`src/design/lcr_pkg.sv`:
```
// Constants and types for the clock request sideband controller.
// Operation
// Pull request line low whenever the reference clock is needed.
// Power management off: request always asserted, except in L1 substates; the code also releases it in L2 or L3.
// Power management on: request may be released in L1.
// In L1 substates either party may pull the line to exit.
// Keep working when the clock keeps running after release.
// Request asserted at power-up, in any reset, and when needed.
// Fundamental reset asserted keeps the request asserted.
// Release only once truly ready for the clock to park.
// Receive idle exit asserts the request, clock running or parked.
// Request logic runs on a clock other than the reference.
// Release at once on L1 entry; parking may follow immediately.
// After asserting, tolerate the clock parked up to 400 ns.
// Host may delay the clock longer under latency tolerance.
// Reported L1 exit latency includes request and restore time.
// Release only after all links reached L1 idle.
// Assert together with leaving transmit electrical idle.
// Release the request in L2 or L3 as in L1.
// Capability bit 18 at offset 0ch reports request support.
// Enable bit 8 at offset 10h, set at power-up and warm reset.
// Host drives fundamental reset around power changes.
// Fundamental reset release initialises the card functions.
// Wake output is built when wake or flush hints are supported.
// Host runs the clock 100 us before releasing reset.
// Detect within 20 ms and configuration ready within 120 ms.
// Reset and sensed request pass two synchroniser stages.
// Request pad is only pulled low, never driven high.
package lcr_pkg;
    localparam int unsigned CLK_MHZ              = 200;
    localparam int unsigned CLK_PERIOD_PS        = 5000;
    localparam int unsigned ASSERT_TO_ACTIVE_NS  = 400;
    localparam int unsigned ASSERT_TO_ACTIVE_CYC =
        (ASSERT_TO_ACTIVE_NS * 1000) / CLK_PERIOD_PS;
    localparam int unsigned CLK_IDLE_NS          = 160;
    localparam int unsigned CLK_IDLE_CYC         =
        (CLK_IDLE_NS * 1000) / CLK_PERIOD_PS;
    localparam int unsigned CFG_MAX_MS           = 120;
    localparam int unsigned CFG_MAX_CYC          = CFG_MAX_MS * 1000 * CLK_MHZ;
    localparam logic [2:0]  SENSE_BLANK_CYC      = 3'h4;
    localparam int unsigned ADDR_W               = 8;
    localparam logic [7:0]  OFS_FEATURE          = 8'h0c;
    localparam logic [7:0]  OFS_CONTROL          = 8'h10;
    localparam logic [7:0]  OFS_STATUS           = 8'h14;
    localparam logic [7:0]  OFS_WAKE             = 8'h18;
    localparam logic [7:0]  OFS_EXIT_LAT         = 8'h1c;
    localparam int unsigned BIT_REQ_SUPPORT      = 18;
    localparam int unsigned BIT_PM_EN            = 8;
    localparam logic        PM_EN_RST            = 1'h1;
    localparam int unsigned ST_REQ               = 0;
    localparam int unsigned ST_CLK_ACT           = 1;
    localparam int unsigned ST_PARKED            = 2;
    localparam int unsigned ST_LATE              = 3;
    localparam int unsigned ST_RST_REL           = 4;
    localparam int unsigned ST_CFG_RDY           = 5;
    localparam int unsigned WK_PEND              = 0;
    localparam int unsigned WK_FLUSH             = 1;

    typedef enum logic [1:0] {
        LCR_RESET  = 2'b00,
        LCR_ACTIVE = 2'b01,
        LCR_PARKED = 2'b10,
        LCR_EXIT   = 2'b11
    } lcr_fsm_t;
endpackage

```
`src/design/lcr_clock_request.sv`:
```
// Clock request sideband controller with register port and wake output.
`timescale 1ns/1ps
`default_nettype none
module lcr_clock_request #(
    parameter int unsigned CFG_READY_CYC   = lcr_pkg::CFG_MAX_CYC,
    parameter bit          REQ_SUPPORT     = 1'b1,
    parameter bit          WAKE_SUPPORT    = 1'b1,
    parameter bit          FLUSH_SUPPORT   = 1'b1,
    parameter int unsigned L1_EXIT_BASE_NS = 1000
) (
    // Clock and reset.
    input  wire logic        clk_in,
    input  wire logic        arst_n_in,
    // Pins from the host.
    input  wire logic        fundamental_reset_n_in,
    input  wire logic        ref_clock_in,
    // Shared open-drain request line.
    input  wire logic        clock_request_n_in,
    output logic             clock_request_n_out,
    output logic             clock_request_oe_n_out,
    // Shared open-drain wake line.
    input  wire logic        wake_request_n_in,
    output logic             wake_request_n_out,
    output logic             wake_request_oe_n_out,
    // Link state from the local link logic.
    input  wire logic        link_l1_idle_in,
    input  wire logic        l1_substate_in,
    input  wire logic        link_l23_in,
    input  wire logic        link_need_clk_in,
    input  wire logic        rx_idle_exit_in,
    input  wire logic        tx_idle_exit_in,
    input  wire logic        wake_event_in,
    // Indications to the card.
    output logic             l1_exit_request_out,
    output logic             card_reset_n_out,
    output logic             train_enable_out,
    output logic             config_ready_out,
    output logic             flush_hint_out,
    // Register port.
    input  wire logic [7:0]  addr_in,
    input  wire logic [31:0] wdata_in,
    input  wire logic        wr_en_in,
    input  wire logic        rd_en_in,
    output logic [31:0]      rdata_out
);
    localparam int unsigned CW = $clog2(CFG_READY_CYC + 1);
    localparam int A_LAST = lcr_pkg::ASSERT_TO_ACTIVE_CYC - 1;

    typedef struct packed {
        lcr_pkg::lcr_fsm_t fsm;
        logic              cr_oe_n;
        logic              pm_en;
        logic [6:0]        exit_cnt;
        logic [2:0]        blank;
        logic              late;
        logic              rst_s1;
        logic              rst_s2;
        logic              sense_s1;
        logic              sense_s2;
        logic              ref_s1;
        logic              ref_s2;
        logic              ref_s3;
        logic [5:0]        idle_cnt;
        logic              clk_act;
        logic              wk_s1;
        logic              wk_s2;
        logic              wk_oe_n;
        logic [1:0]        wk_rel;
        logic              flush;
        logic              card_rst_n;
        logic              train_en;
        logic [CW-1:0]     cfg_cnt;
        logic              cfg_rdy;
        logic              l1_exit;
        logic              pad_low;
        logic [31:0]       rdata;
    } lcr_regs_t;

    // The request is driven from the moment the asynchronous reset asserts, with no clock edge needed.
    localparam lcr_regs_t RST_VAL = '{
        fsm:      lcr_pkg::LCR_RESET,
        cr_oe_n:  1'h0,
        pm_en:    lcr_pkg::PM_EN_RST,
        wk_oe_n:  1'h1,
        // Wake sense copies start at the idle level, so no false hint follows reset.
        wk_s1:    1'h1,
        wk_s2:    1'h1,
        wk_rel:   2'h3,
        card_rst_n: 1'h0,
        default:  '0
    };

    lcr_regs_t q;
    lcr_regs_t d;

    logic rst_on;
    logic wake_link;
    logic park_ok;
    logic host_req;
    logic wr_ctl;
    logic wr_st;
    logic wr_wk;

    always_comb begin
        d = q;
        // Pins cross into the local domain through two stages.
        d.rst_s1   = fundamental_reset_n_in;
        d.rst_s2   = q.rst_s1;
        d.sense_s1 = clock_request_n_in;
        d.sense_s2 = q.sense_s1;
        d.ref_s1   = ref_clock_in;
        d.ref_s2   = q.ref_s1;
        d.ref_s3   = q.ref_s2;
        d.wk_s1    = wake_request_n_in;
        d.wk_s2    = q.wk_s1;
        d.pad_low  = 1'h0;
        d.rdata    = '0;

        rst_on    = ~q.rst_s2;
        wake_link = rx_idle_exit_in | tx_idle_exit_in | link_need_clk_in;
        // Substates allow a release even with power management off.
        park_ok   = link_l23_in
                  | (link_l1_idle_in & (q.pm_en | l1_substate_in));
        // Our own release takes a few cycles to reach the sensed copy.
        host_req  = ~q.sense_s2 & (q.blank == 3'h0);
        wr_ctl    = wr_en_in & (addr_in == lcr_pkg::OFS_CONTROL);
        wr_st     = wr_en_in & (addr_in == lcr_pkg::OFS_STATUS);
        wr_wk     = wr_en_in & (addr_in == lcr_pkg::OFS_WAKE);

        // Reference clock activity, seen only through its sampled edges.
        if (q.ref_s2 != q.ref_s3) begin
            d.idle_cnt = '0;
            d.clk_act  = 1'h1;
        end else if (q.idle_cnt == 6'(lcr_pkg::CLK_IDLE_CYC - 1)) begin
            d.clk_act = 1'h0;
        end else begin
            d.idle_cnt = q.idle_cnt + 6'h1;
        end

        // Card functions follow the synchronised reset.
        d.card_rst_n = q.rst_s2;
        d.train_en   = q.card_rst_n;
        if (rst_on) begin
            d.cfg_cnt = '0;
            d.cfg_rdy = 1'h0;
        end else if (!q.cfg_rdy) begin
            if (q.cfg_cnt == CW'(CFG_READY_CYC - 1)) begin
                d.cfg_rdy = 1'h1;
            end else begin
                d.cfg_cnt = q.cfg_cnt + CW'(1);
            end
        end

        // Dynamic clock enable, set again by every warm reset.
        if (wr_ctl) begin
            d.pm_en = wdata_in[lcr_pkg::BIT_PM_EN];
        end
        if (rst_on) begin
            d.pm_en = lcr_pkg::PM_EN_RST;
        end

        // Wake request; a new event beats a clear in the same cycle.
        if ((wr_wk && wdata_in[lcr_pkg::WK_PEND]) || (q.rst_s2 && !q.card_rst_n)) begin
            d.wk_oe_n = 1'h1;
        end
        if (wake_event_in && WAKE_SUPPORT) begin
            d.wk_oe_n = 1'h0;
        end
        // Our own release takes two sense stages to show, so hold the hint off until then.
        d.wk_rel = {q.wk_rel[0], q.wk_oe_n};
        d.flush  = FLUSH_SUPPORT & q.wk_oe_n & (&q.wk_rel) & ~q.wk_s2;

        if (wr_st && wdata_in[lcr_pkg::ST_LATE]) begin
            d.late = 1'h0;
        end
        if (q.blank != 3'h0) begin
            d.blank = q.blank - 3'h1;
        end

        unique case (q.fsm)
            lcr_pkg::LCR_RESET: begin
                d.cr_oe_n = 1'h0;
                d.fsm     = lcr_pkg::LCR_ACTIVE;
            end
            lcr_pkg::LCR_ACTIVE: begin
                d.cr_oe_n = 1'h0;
                // Release at once; the clock may park with no delay.
                if (park_ok && !wake_link) begin
                    d.cr_oe_n = 1'h1;
                    d.blank   = lcr_pkg::SENSE_BLANK_CYC;
                    d.fsm     = lcr_pkg::LCR_PARKED;
                end
            end
            lcr_pkg::LCR_PARKED: begin
                d.cr_oe_n = 1'h1;
                if (wake_link || host_req || !park_ok) begin
                    d.cr_oe_n  = 1'h0;
                    d.exit_cnt = '0;
                    d.l1_exit  = 1'h1;
                    d.fsm      = lcr_pkg::LCR_EXIT;
                end
            end
            lcr_pkg::LCR_EXIT: begin
                d.cr_oe_n = 1'h0;
                if (q.exit_cnt != 7'(A_LAST + 1)) begin
                    d.exit_cnt = q.exit_cnt + 7'h1;
                end
                // Late is only a status; the host may delay under tolerance.
                if (q.exit_cnt == 7'(A_LAST) && !q.clk_act) begin
                    d.late = 1'h1;
                end
                if (q.clk_act && !link_l1_idle_in && !link_l23_in) begin
                    d.l1_exit = 1'h0;
                    d.fsm     = lcr_pkg::LCR_ACTIVE;
                end
            end
        endcase

        if (rst_on) begin
            d.cr_oe_n = 1'h0;
            d.l1_exit = 1'h0;
            d.fsm     = lcr_pkg::LCR_RESET;
        end

        if (rd_en_in) begin
            unique case (addr_in)
                lcr_pkg::OFS_FEATURE: begin
                    d.rdata[lcr_pkg::BIT_REQ_SUPPORT] = REQ_SUPPORT;
                end
                lcr_pkg::OFS_CONTROL: begin
                    d.rdata[lcr_pkg::BIT_PM_EN] = q.pm_en;
                end
                lcr_pkg::OFS_STATUS: begin
                    d.rdata[lcr_pkg::ST_REQ]     = ~q.cr_oe_n;
                    d.rdata[lcr_pkg::ST_CLK_ACT] = q.clk_act;
                    d.rdata[lcr_pkg::ST_PARKED]  = q.fsm == lcr_pkg::LCR_PARKED;
                    d.rdata[lcr_pkg::ST_LATE]    = q.late;
                    d.rdata[lcr_pkg::ST_RST_REL] = q.card_rst_n;
                    d.rdata[lcr_pkg::ST_CFG_RDY] = q.cfg_rdy;
                end
                lcr_pkg::OFS_WAKE: begin
                    d.rdata[lcr_pkg::WK_PEND]  = ~q.wk_oe_n;
                    d.rdata[lcr_pkg::WK_FLUSH] = q.flush;
                end
                lcr_pkg::OFS_EXIT_LAT: begin
                    d.rdata = 32'(L1_EXIT_BASE_NS + lcr_pkg::ASSERT_TO_ACTIVE_NS);
                end
                default: begin
                    d.rdata = '0;
                end
            endcase
        end
    end

    always_ff @(posedge clk_in or negedge arst_n_in) begin
        if (!arst_n_in) begin
            q <= RST_VAL;
        end else begin
            q <= d;
        end
    end

    assign clock_request_n_out    = q.pad_low;
    assign clock_request_oe_n_out = q.cr_oe_n;
    assign wake_request_n_out     = q.pad_low;
    assign wake_request_oe_n_out  = q.wk_oe_n;
    assign l1_exit_request_out    = q.l1_exit;
    assign card_reset_n_out       = q.card_rst_n;
    assign train_enable_out       = q.train_en;
    assign config_ready_out       = q.cfg_rdy;
    assign flush_hint_out         = q.flush;
    assign rdata_out              = q.rdata;
endmodule
`default_nettype wire

```
`config.mk`:
```
export PLATFORM = sky130hd
export DESIGN_NAME = lcr_clock_request
export DESIGN_NICKNAME = d
export VERILOG_FILES = /design/src/design/lcr_pkg.sv /design/src/design/lcr_clock_request.sv
export SDC_FILE = /design/constraint.sdc
export NUM_CORES = 1
export LEC_CHECK = 0
export BUFFER_PORTS_ARGS = -buffer_cell sky130_fd_sc_hd__buf_2
export CORE_MARGIN = 2
export CORE_UTILIZATION = 35
export DETAILED_ROUTE_END_ITERATION = 8
export PLACE_DENSITY = 0.64
export SKIP_CTS_REPAIR_TIMING = 1
export SLEW_MARGIN = 5
export SYNTH_ARGS = -nofsm -noshare
export SYNTH_HDL_FRONTEND = slang
export SYNTH_SLANG_ARGS = --single-unit
```
`constraint.sdc`:
```
create_clock -name clk_in -period 2.6 [get_ports clk_in]
set_input_delay 0.13 -clock clk_in [delete_from_list [all_inputs] [get_ports clk_in]]
set_output_delay 0.13 -clock clk_in [all_outputs]
set_load 0.05 [all_outputs]
```
==> results of run 1 <==
power breakdown:
part / internal, mW / total, mW / switching, mW
clock network: 0.347 / 0.780 / 0.433
registers: 1.22 / 1.29 / 0.0761
logic: 0.126 / 0.367 / 0.241
worst reg2reg max path, cell delays in order (launching register included):
cell	delay (ns)
sky130_fd_sc_hd__dfrtp_1	0.42
sky130_fd_sc_hd__or4_1	0.53
sky130_fd_sc_hd__or4_4	0.56
sky130_fd_sc_hd__o41ai_4	0.23
sky130_fd_sc_hd__buf_4	0.25
sky130_fd_sc_hd__nor4_1	0.09
sky130_fd_sc_hd__mux2i_1	0.13
cell type report:
cell class / count / area, sq um
Inverter: 19 / 71.3
Timing Repair Buffer: 55 / 335
Tap cell: 136 / 170
Multi-Input combinational cell: 259 / 1580
Clock inverter: 6 / 45.0
Sequential cell: 73 / 1830
Clock buffer: 10 / 128
Fill cell: 1005 / 6160
layout by cell type, fill, tap and decap left out, drive strengths merged, types with 3 or more instances in the layout:
cell         Yosys  final
dfstp            6      6
o21ai           21     21
clkinvlp         0      3
o311ai           3      3
nand4           16     16
or4              8      8
and3             4      4
buf             36     49
nand3           17     17
nor3             8      8
inv             19     19
xor2            11     11
nand2b           3      3
nor2b            4      4
nand2           25     25
o21a             5      5
nor2            29     29
conb             1     24
a21oi           17     17
clkinv           0      3
dlygate4sd3      0      6
or3              6      6
xnor2            5      5
mux2i            4      4
o41ai            4      4
nor4             3      3
o31ai            6      6
dfrtp           67     67
clkbuf           8     10
ha               9      9
flip-flops by register name (all words and copies together), names as in the netlist:
register,flops
rdata_out,9
config_ready_out,1
train_enable_out,1
q,50
l1_exit_request_out,1
flush_hint_out,1
card_reset_n_out,1
wake_request_oe_n_out,1
clock_request_oe_n_out,1
d,7
routing by layer:
metal | up-vias | GRT usage | part of all wire
met5 | - | 0 | 0
met2 | 76 | 0.215 | 0.47
li1 | 1353 | - | -
met4 | 0 | 0.0575 | 0.013
met1 | 1347 | 0.174 | 0.47
met3 | 6 | 0.0353 | 0.050
through the flow:
stage,cell area [sq um],total power [mW],hold slack (ns)
finish,4170,2.44,0.00684
CTS,4110,2.46,-0.194
global placement,3930,1.66,0.192
floorplan,3820,1.60,-0.166
detailed placement,3930,1.68,0.196
global route,4170,2.59,0.00217
synth_stat cells (6+ instances only):
master	n
sky130_fd_sc_hd__nor3_1	8
sky130_fd_sc_hd__inv_1	19
sky130_fd_sc_hd__o21ai_0	18
sky130_fd_sc_hd__a21oi_1	17
sky130_fd_sc_hd__o31ai_1	6
sky130_fd_sc_hd__nand4_1	16
sky130_fd_sc_hd__nand2_1	25
sky130_fd_sc_hd__dfrtp_1	67
sky130_fd_sc_hd__ha_1	9
sky130_fd_sc_hd__buf_4	34
sky130_fd_sc_hd__nand3_1	17
sky130_fd_sc_hd__clkbuf_1	8
sky130_fd_sc_hd__xor2_1	11
sky130_fd_sc_hd__dfstp_2	6
sky130_fd_sc_hd__nor2_1	29
worst min-delay path by stage:
stage,startpoint,endpoint,cells after the start,slack [ns]
floorplan,arst_n_in,card_reset_n_out,0,-0.17
global placement,arst_n_in,q[83],2,0.19
detailed placement,arst_n_in,q[85],2,0.20
CTS,arst_n_in,clock_request_oe_n_out,2,-0.19
global route,addr_in[3],rdata_out[2],2,0.002
finish,addr_in[4],rdata_out[18],2,0.007
logic make-up (layout without fill, tap and decap cells):
group,after synthesis,count (layout),share of synthesized area
adders and majority gates,9,9,0.0302
AOI/OAI and AO/OA,70,70,0.126
buffers and inverters,64,90,0.107
muxes,4,4,0.0107
xor gates and xnor gates,16,16,0.0376
and+or+nand+nor,136,136,0.195
DFF,73,73,0.492
other,1,24,0.00101
==> impl_results.md, run 1 <==
* Routability cong. at 0.885
* Power per standard cell area at 586 nW/um^2
* Final global-route overflow total at 0
* Cell-by-cell listing of the critical path: or4_1 > or4_4 > o41ai_4 > buf_4 > nor4_1 > mux2i_1
* Number of antenna violations at the first check in global routing at 0
* First-pass GRT wire length at 12300 um
* CP Data Arrival Time at 2.57 ns
* Via count of the first global-routing pass at 2656
* Synthesis Warnings at 0
* Largest net degree at the start of global routing at 74
* Worst setup path end: q[42]
* CP required at 2.81 ns
* Post-synthesis sequential element count at 73
* Critical path's slowest cell: sky130_fd_sc_hd__or4_4
* Unrepaired setup endpoints after global routing: no
* Clock sink count at 73
* Category of the worst setup path launch point: flip-flop
* Worst Path Buf+Inv at 1
* FF-to-FF path depth at 6
* Post-synthesis sequential area ratio at 0.492
* Effective utilization at floorplan at 0.361
* Max Clock Skew at 0.0136 ns
* Post-Route Setup TNS at 0 ns
* Final period util at 0.907
* Number of gates on the worst path with buffers counted at 6
* Launch point of the worst reg-to-reg path: q[55]
* Num rows at 37
* Area of the die at 11500 sq um
* Average wire per cell in the routed design at 13.1 um
* Distinct cell type count after synthesis at 51
* Fin nets at 481
* Type of the most critical hold path: in -> reg
* Minimum setup slack among reg-to-reg paths at 0.24 ns
* Number of enable flip-flop cells after synthesis at 0
* Detail-routed via count per cell at 4.99
* Clock transition at the register clock pins on the worst setup and hold paths after CTS at 0.08 ns
* Crit path time final at 2.36 ns
* Standard cell core area at 10300 sq um
* Post-detailed-placement half-perimeter wirelength at 5060 um
* Count of input and output buffers at 42
* Max-slew headroom at the worst pin at 0.534
* Setup violation total in the final timing report at 0
* Count of mapped cells out of synthesis at 373
* Kind of cell adding the most delay to the critical path: simple AND/OR/NAND/NOR gates
* H-tree levels at 3
* Worst skew pair latency at 0.35 ns
* Slew of the pin with the lowest slew margin at 0.698 ns
* CTS tree: done
* Worst reg2reg endpoint: q[42]
* Top achievable clock speed at 424 MHz
* Type of the setup path with the least slack: reg -> reg
* Inserted Clock Buffers at 9
* Number of iterations in the first detailed-routing pass at 4
* Largest fanout of any net on the critical path at 12
* Slack of the critical path at 0.243 ns
* Vias at 2782
* Critical Path Source: q[55]
* Combined global-route utilization of all metal layers at 0.135
* Largest stage delay on the critical path at 0.56 ns
* Most common flop cell mapped by yosys: sky130_fd_sc_hd__dfrtp_1
* Standby leakage power at 1.91 nW
* Count of pins on the block boundary at 96
* Antenna-violating nets left at 0
* Synthesized cell area at 3730 sq um
* Clock Root Buffer: sky130_fd_sc_hd__clkbuf_8
* Peak VDD IR at 196 uV
* Number of placed cells counting well taps at 536
* Slew Limit Fails at 0
* Antenna fix cells at 0
* Non-filler instance count after layout at 558
* Per-instance average area after synthesis at 10.0 sq um
* Area leader, netlist: sky130_fd_sc_hd__dfrtp_1
* Post-route DRC violation count at 0
* Maximum number of buffers from clock root to sink at 2
* Cells taking the most area after synthesis: sky130_fd_sc_hd__dfrtp_1 (45%), sky130_fd_sc_hd__buf_4 (6.8%), sky130_fd_sc_hd__dfstp_2 (4.2%)
* Yosys top cell area share at 0.450
* Fraction of the core area covered by cells at the end of the flow at 0.403
* Die height at 107 um
* Total wirelength of the detailed-routed design at 7290 um
* Post-Place Worst Slack at 0.267 ns
* Share of synthesized registers carrying an async set or reset at 1.00
* Fraction of layout cells with a size suffix above 1 at 0.199
* Result of the run: completed
* Initial DRC count at 163
* DIE WIDTH at 107 um
* Type of destination of the critical path: flip-flop
* Number of maximum-capacitance constraint violations at 0
* Total count of hold-check failures in the final report at 0
* Layout area overhead at 11.7%
Note: power is estimated with default switching activity, not from simulation.
==> inputs of run 2 (changes only) <==
Settings changed: CORE_UTILIZATION 35 to 53, PLACE_DENSITY 0.64 to 0.87.
==> impl_results.md, run 2 (synthesis results as in run 1) <==
* Result of the run: completed
* Worst skew pair latency at 0.34 ns
* Clock sink count at 73
* Fin nets at 482
* Sw Pwr at 0.744 mW
* Type of destination of the critical path: flip-flop
* Critical path's slowest cell: sky130_fd_sc_hd__or4_4
* Final period util at 0.911
* Via count of the first global-routing pass at 2812
* Switching Fraction at 0.273
* Inserted Clock Buffers at 9
* Peak VDD IR at 423 uV
* Num rows at 30
* Count of input and output buffers at 42
* FF-to-FF path depth at 6
* CP Data Arrival Time at 2.57 ns
* Detail-routed via count per cell at 5.51
* Crit path time final at 2.37 ns
* Effective utilization at floorplan at 0.549
* Average wire per cell in the routed design at 14.0 um
* Reg with most FFs: q
* Internal power of the cells at 1.99 mW
* Max-slew headroom at the worst pin at 0.442
* Standby leakage power at 1.95 nW
* Total count of hold-check failures in the final report at 0
* Count of cells along the worst hold path at 2
* Category of the worst setup path launch point: flip-flop
* CTS tree: done
* H-tree levels at 3
* Antenna fix cells at 0
* Setup violation total in the final timing report at 0
* Area of the die at 7720 sq um
* Combined global-route utilization of all metal layers at 0.203
* Type of the most critical hold path: in -> reg
* Total wirelength of the detailed-routed design at 7290 um
* Antenna-violating nets left at 0
* Count of pins on the block boundary at 96
* Post-Route Setup TNS at 0 ns
* CP required at 2.80 ns
* Cell-by-cell listing of the critical path: or4_1 > or4_4 > o41ai_4 > buf_4 > xor2_1 > nor2_1
* First-pass GRT wire length at 12300 um
* Logic gate share of total power at 0.142
* Sequential group share of total power at 0.474
* Number of maximum-capacitance constraint violations at 0
* Die height at 87.9 um
* Routability cong. at 0.830
* Clock transition at the register clock pins on the worst setup and hold paths after CTS at 0.08 ns
* Initial DRC count at 188
* Number of iterations in the first detailed-routing pass at 4
* Maximum number of buffers from clock root to sink at 2
* Largest stage delay on the critical path at 0.56 ns
* Leading cell types in the layout, fill and taps excluded: sky130_fd_sc_hd__dfrtp_1 (67), sky130_fd_sc_hd__buf_2 (42), sky130_fd_sc_hd__nor2_1 (29)
* Post-route DRC violation count at 0
* Final global-route overflow total at 0
* Worst reg2reg endpoint: q[35]
* Largest fanout of any net on the critical path at 17
* DIE WIDTH at 87.9 um
* Slew Limit Fails at 0
* Launch point of the worst reg-to-reg path: q[55]
* Max Clock Skew at 0.00531 ns
* Unrepaired setup endpoints after global routing: no
* Clock Root Buffer: sky130_fd_sc_hd__clkbuf_8
* Layout area overhead at 12.2%
* Post-detailed-placement half-perimeter wirelength at 5250 um
* Hold EP: rdata_out[2]
* Power after layout at 2.73 mW
* Number of antenna violations at the first check in global routing at 0
* Clk network pwr share at 0.384
* Standard cell core area at 6790 sq um
* Flip-flop count of the largest register after layout at 50
* Vias at 2861
* Slew of the pin with the lowest slew margin at 0.836 ns
* Type of the setup path with the least slack: reg -> reg
* Most common cell after layout, fill and taps aside: sky130_fd_sc_hd__dfrtp_1
* Fraction of layout cells with a size suffix above 1 at 0.199
* Largest net degree at the start of global routing at 38
* Top achievable clock speed at 422 MHz
* Power per standard cell area at 652 nW/um^2
* Hold_sp: addr_in[3]
* Minimum setup slack among reg-to-reg paths at 0.23 ns
## run 2: how the worst max path moves through the flow
stage / start / endpoint / slack (ns) / cells after the start
after global routing: q[55] / q[42] / 0.13 / 6
after global placement: q[51] / q[35] / 0.29 / 6
final: q[55] / q[35] / 0.23 / 6
after CTS: q[55] / q[42] / 0.22 / 6
after floorplan: q[55] / q[35] / 0.27 / 7
after detailed placement: q[55] / q[42] / 0.27 / 6
## run 2: critical path, delay by kind of cell (launching register included)
kind	cells	cell delay, ns
XOR/XNOR	1	0.16
AO/OA/AOI/OAI	1	0.24
flip-flops	1	0.41
AND/OR/NAND/NOR	3	1.14
buffers and inverters	1	0.27
## run 2: through the flow
step	util	area [sq um]	setup slack, ns	cells	hold slack [ns]
floorplan	-	3820	0.271	396	-0.166
detailed placement	0.573	3890	0.266	497	0.236
global placement	0.573	3890	0.292	497	0.238
global route	0.616	4190	0.130	519	0.00259
finish	0.616	4190	0.231	519	0.0200
CTS	0.607	4130	0.223	513	-0.135
## run 2: power groups by stage
stage                     sequential [mW]  clock, mW  combinational (mW)
after floorplan                      1.29          0               0.305
after global placement               1.30          0               0.349
after detailed placement             1.31          0               0.375
after CTS                            1.29       1.07               0.382
after global routing                 1.31       1.12               0.427
final                                1.29       1.05               0.387
## run 2: final cells by class
type,count,area (sq um)
fillers,536,2610
flip-flops and latches,73,1830
multi-input cells,259,1580
repair buffers,56,343
clock buffers,11,131
well taps,96,120
clock inverters,5,105
inverters,19,71.3
## run 2: layer usage
layer	routed length, um	GRT usage	up-vias
met5	0	0	-
met2	3840	0.353	108
li1	-	-	1348
met3	471	0.0622	6
met1	2920	0.240	1399
met4	57	0.0671	0
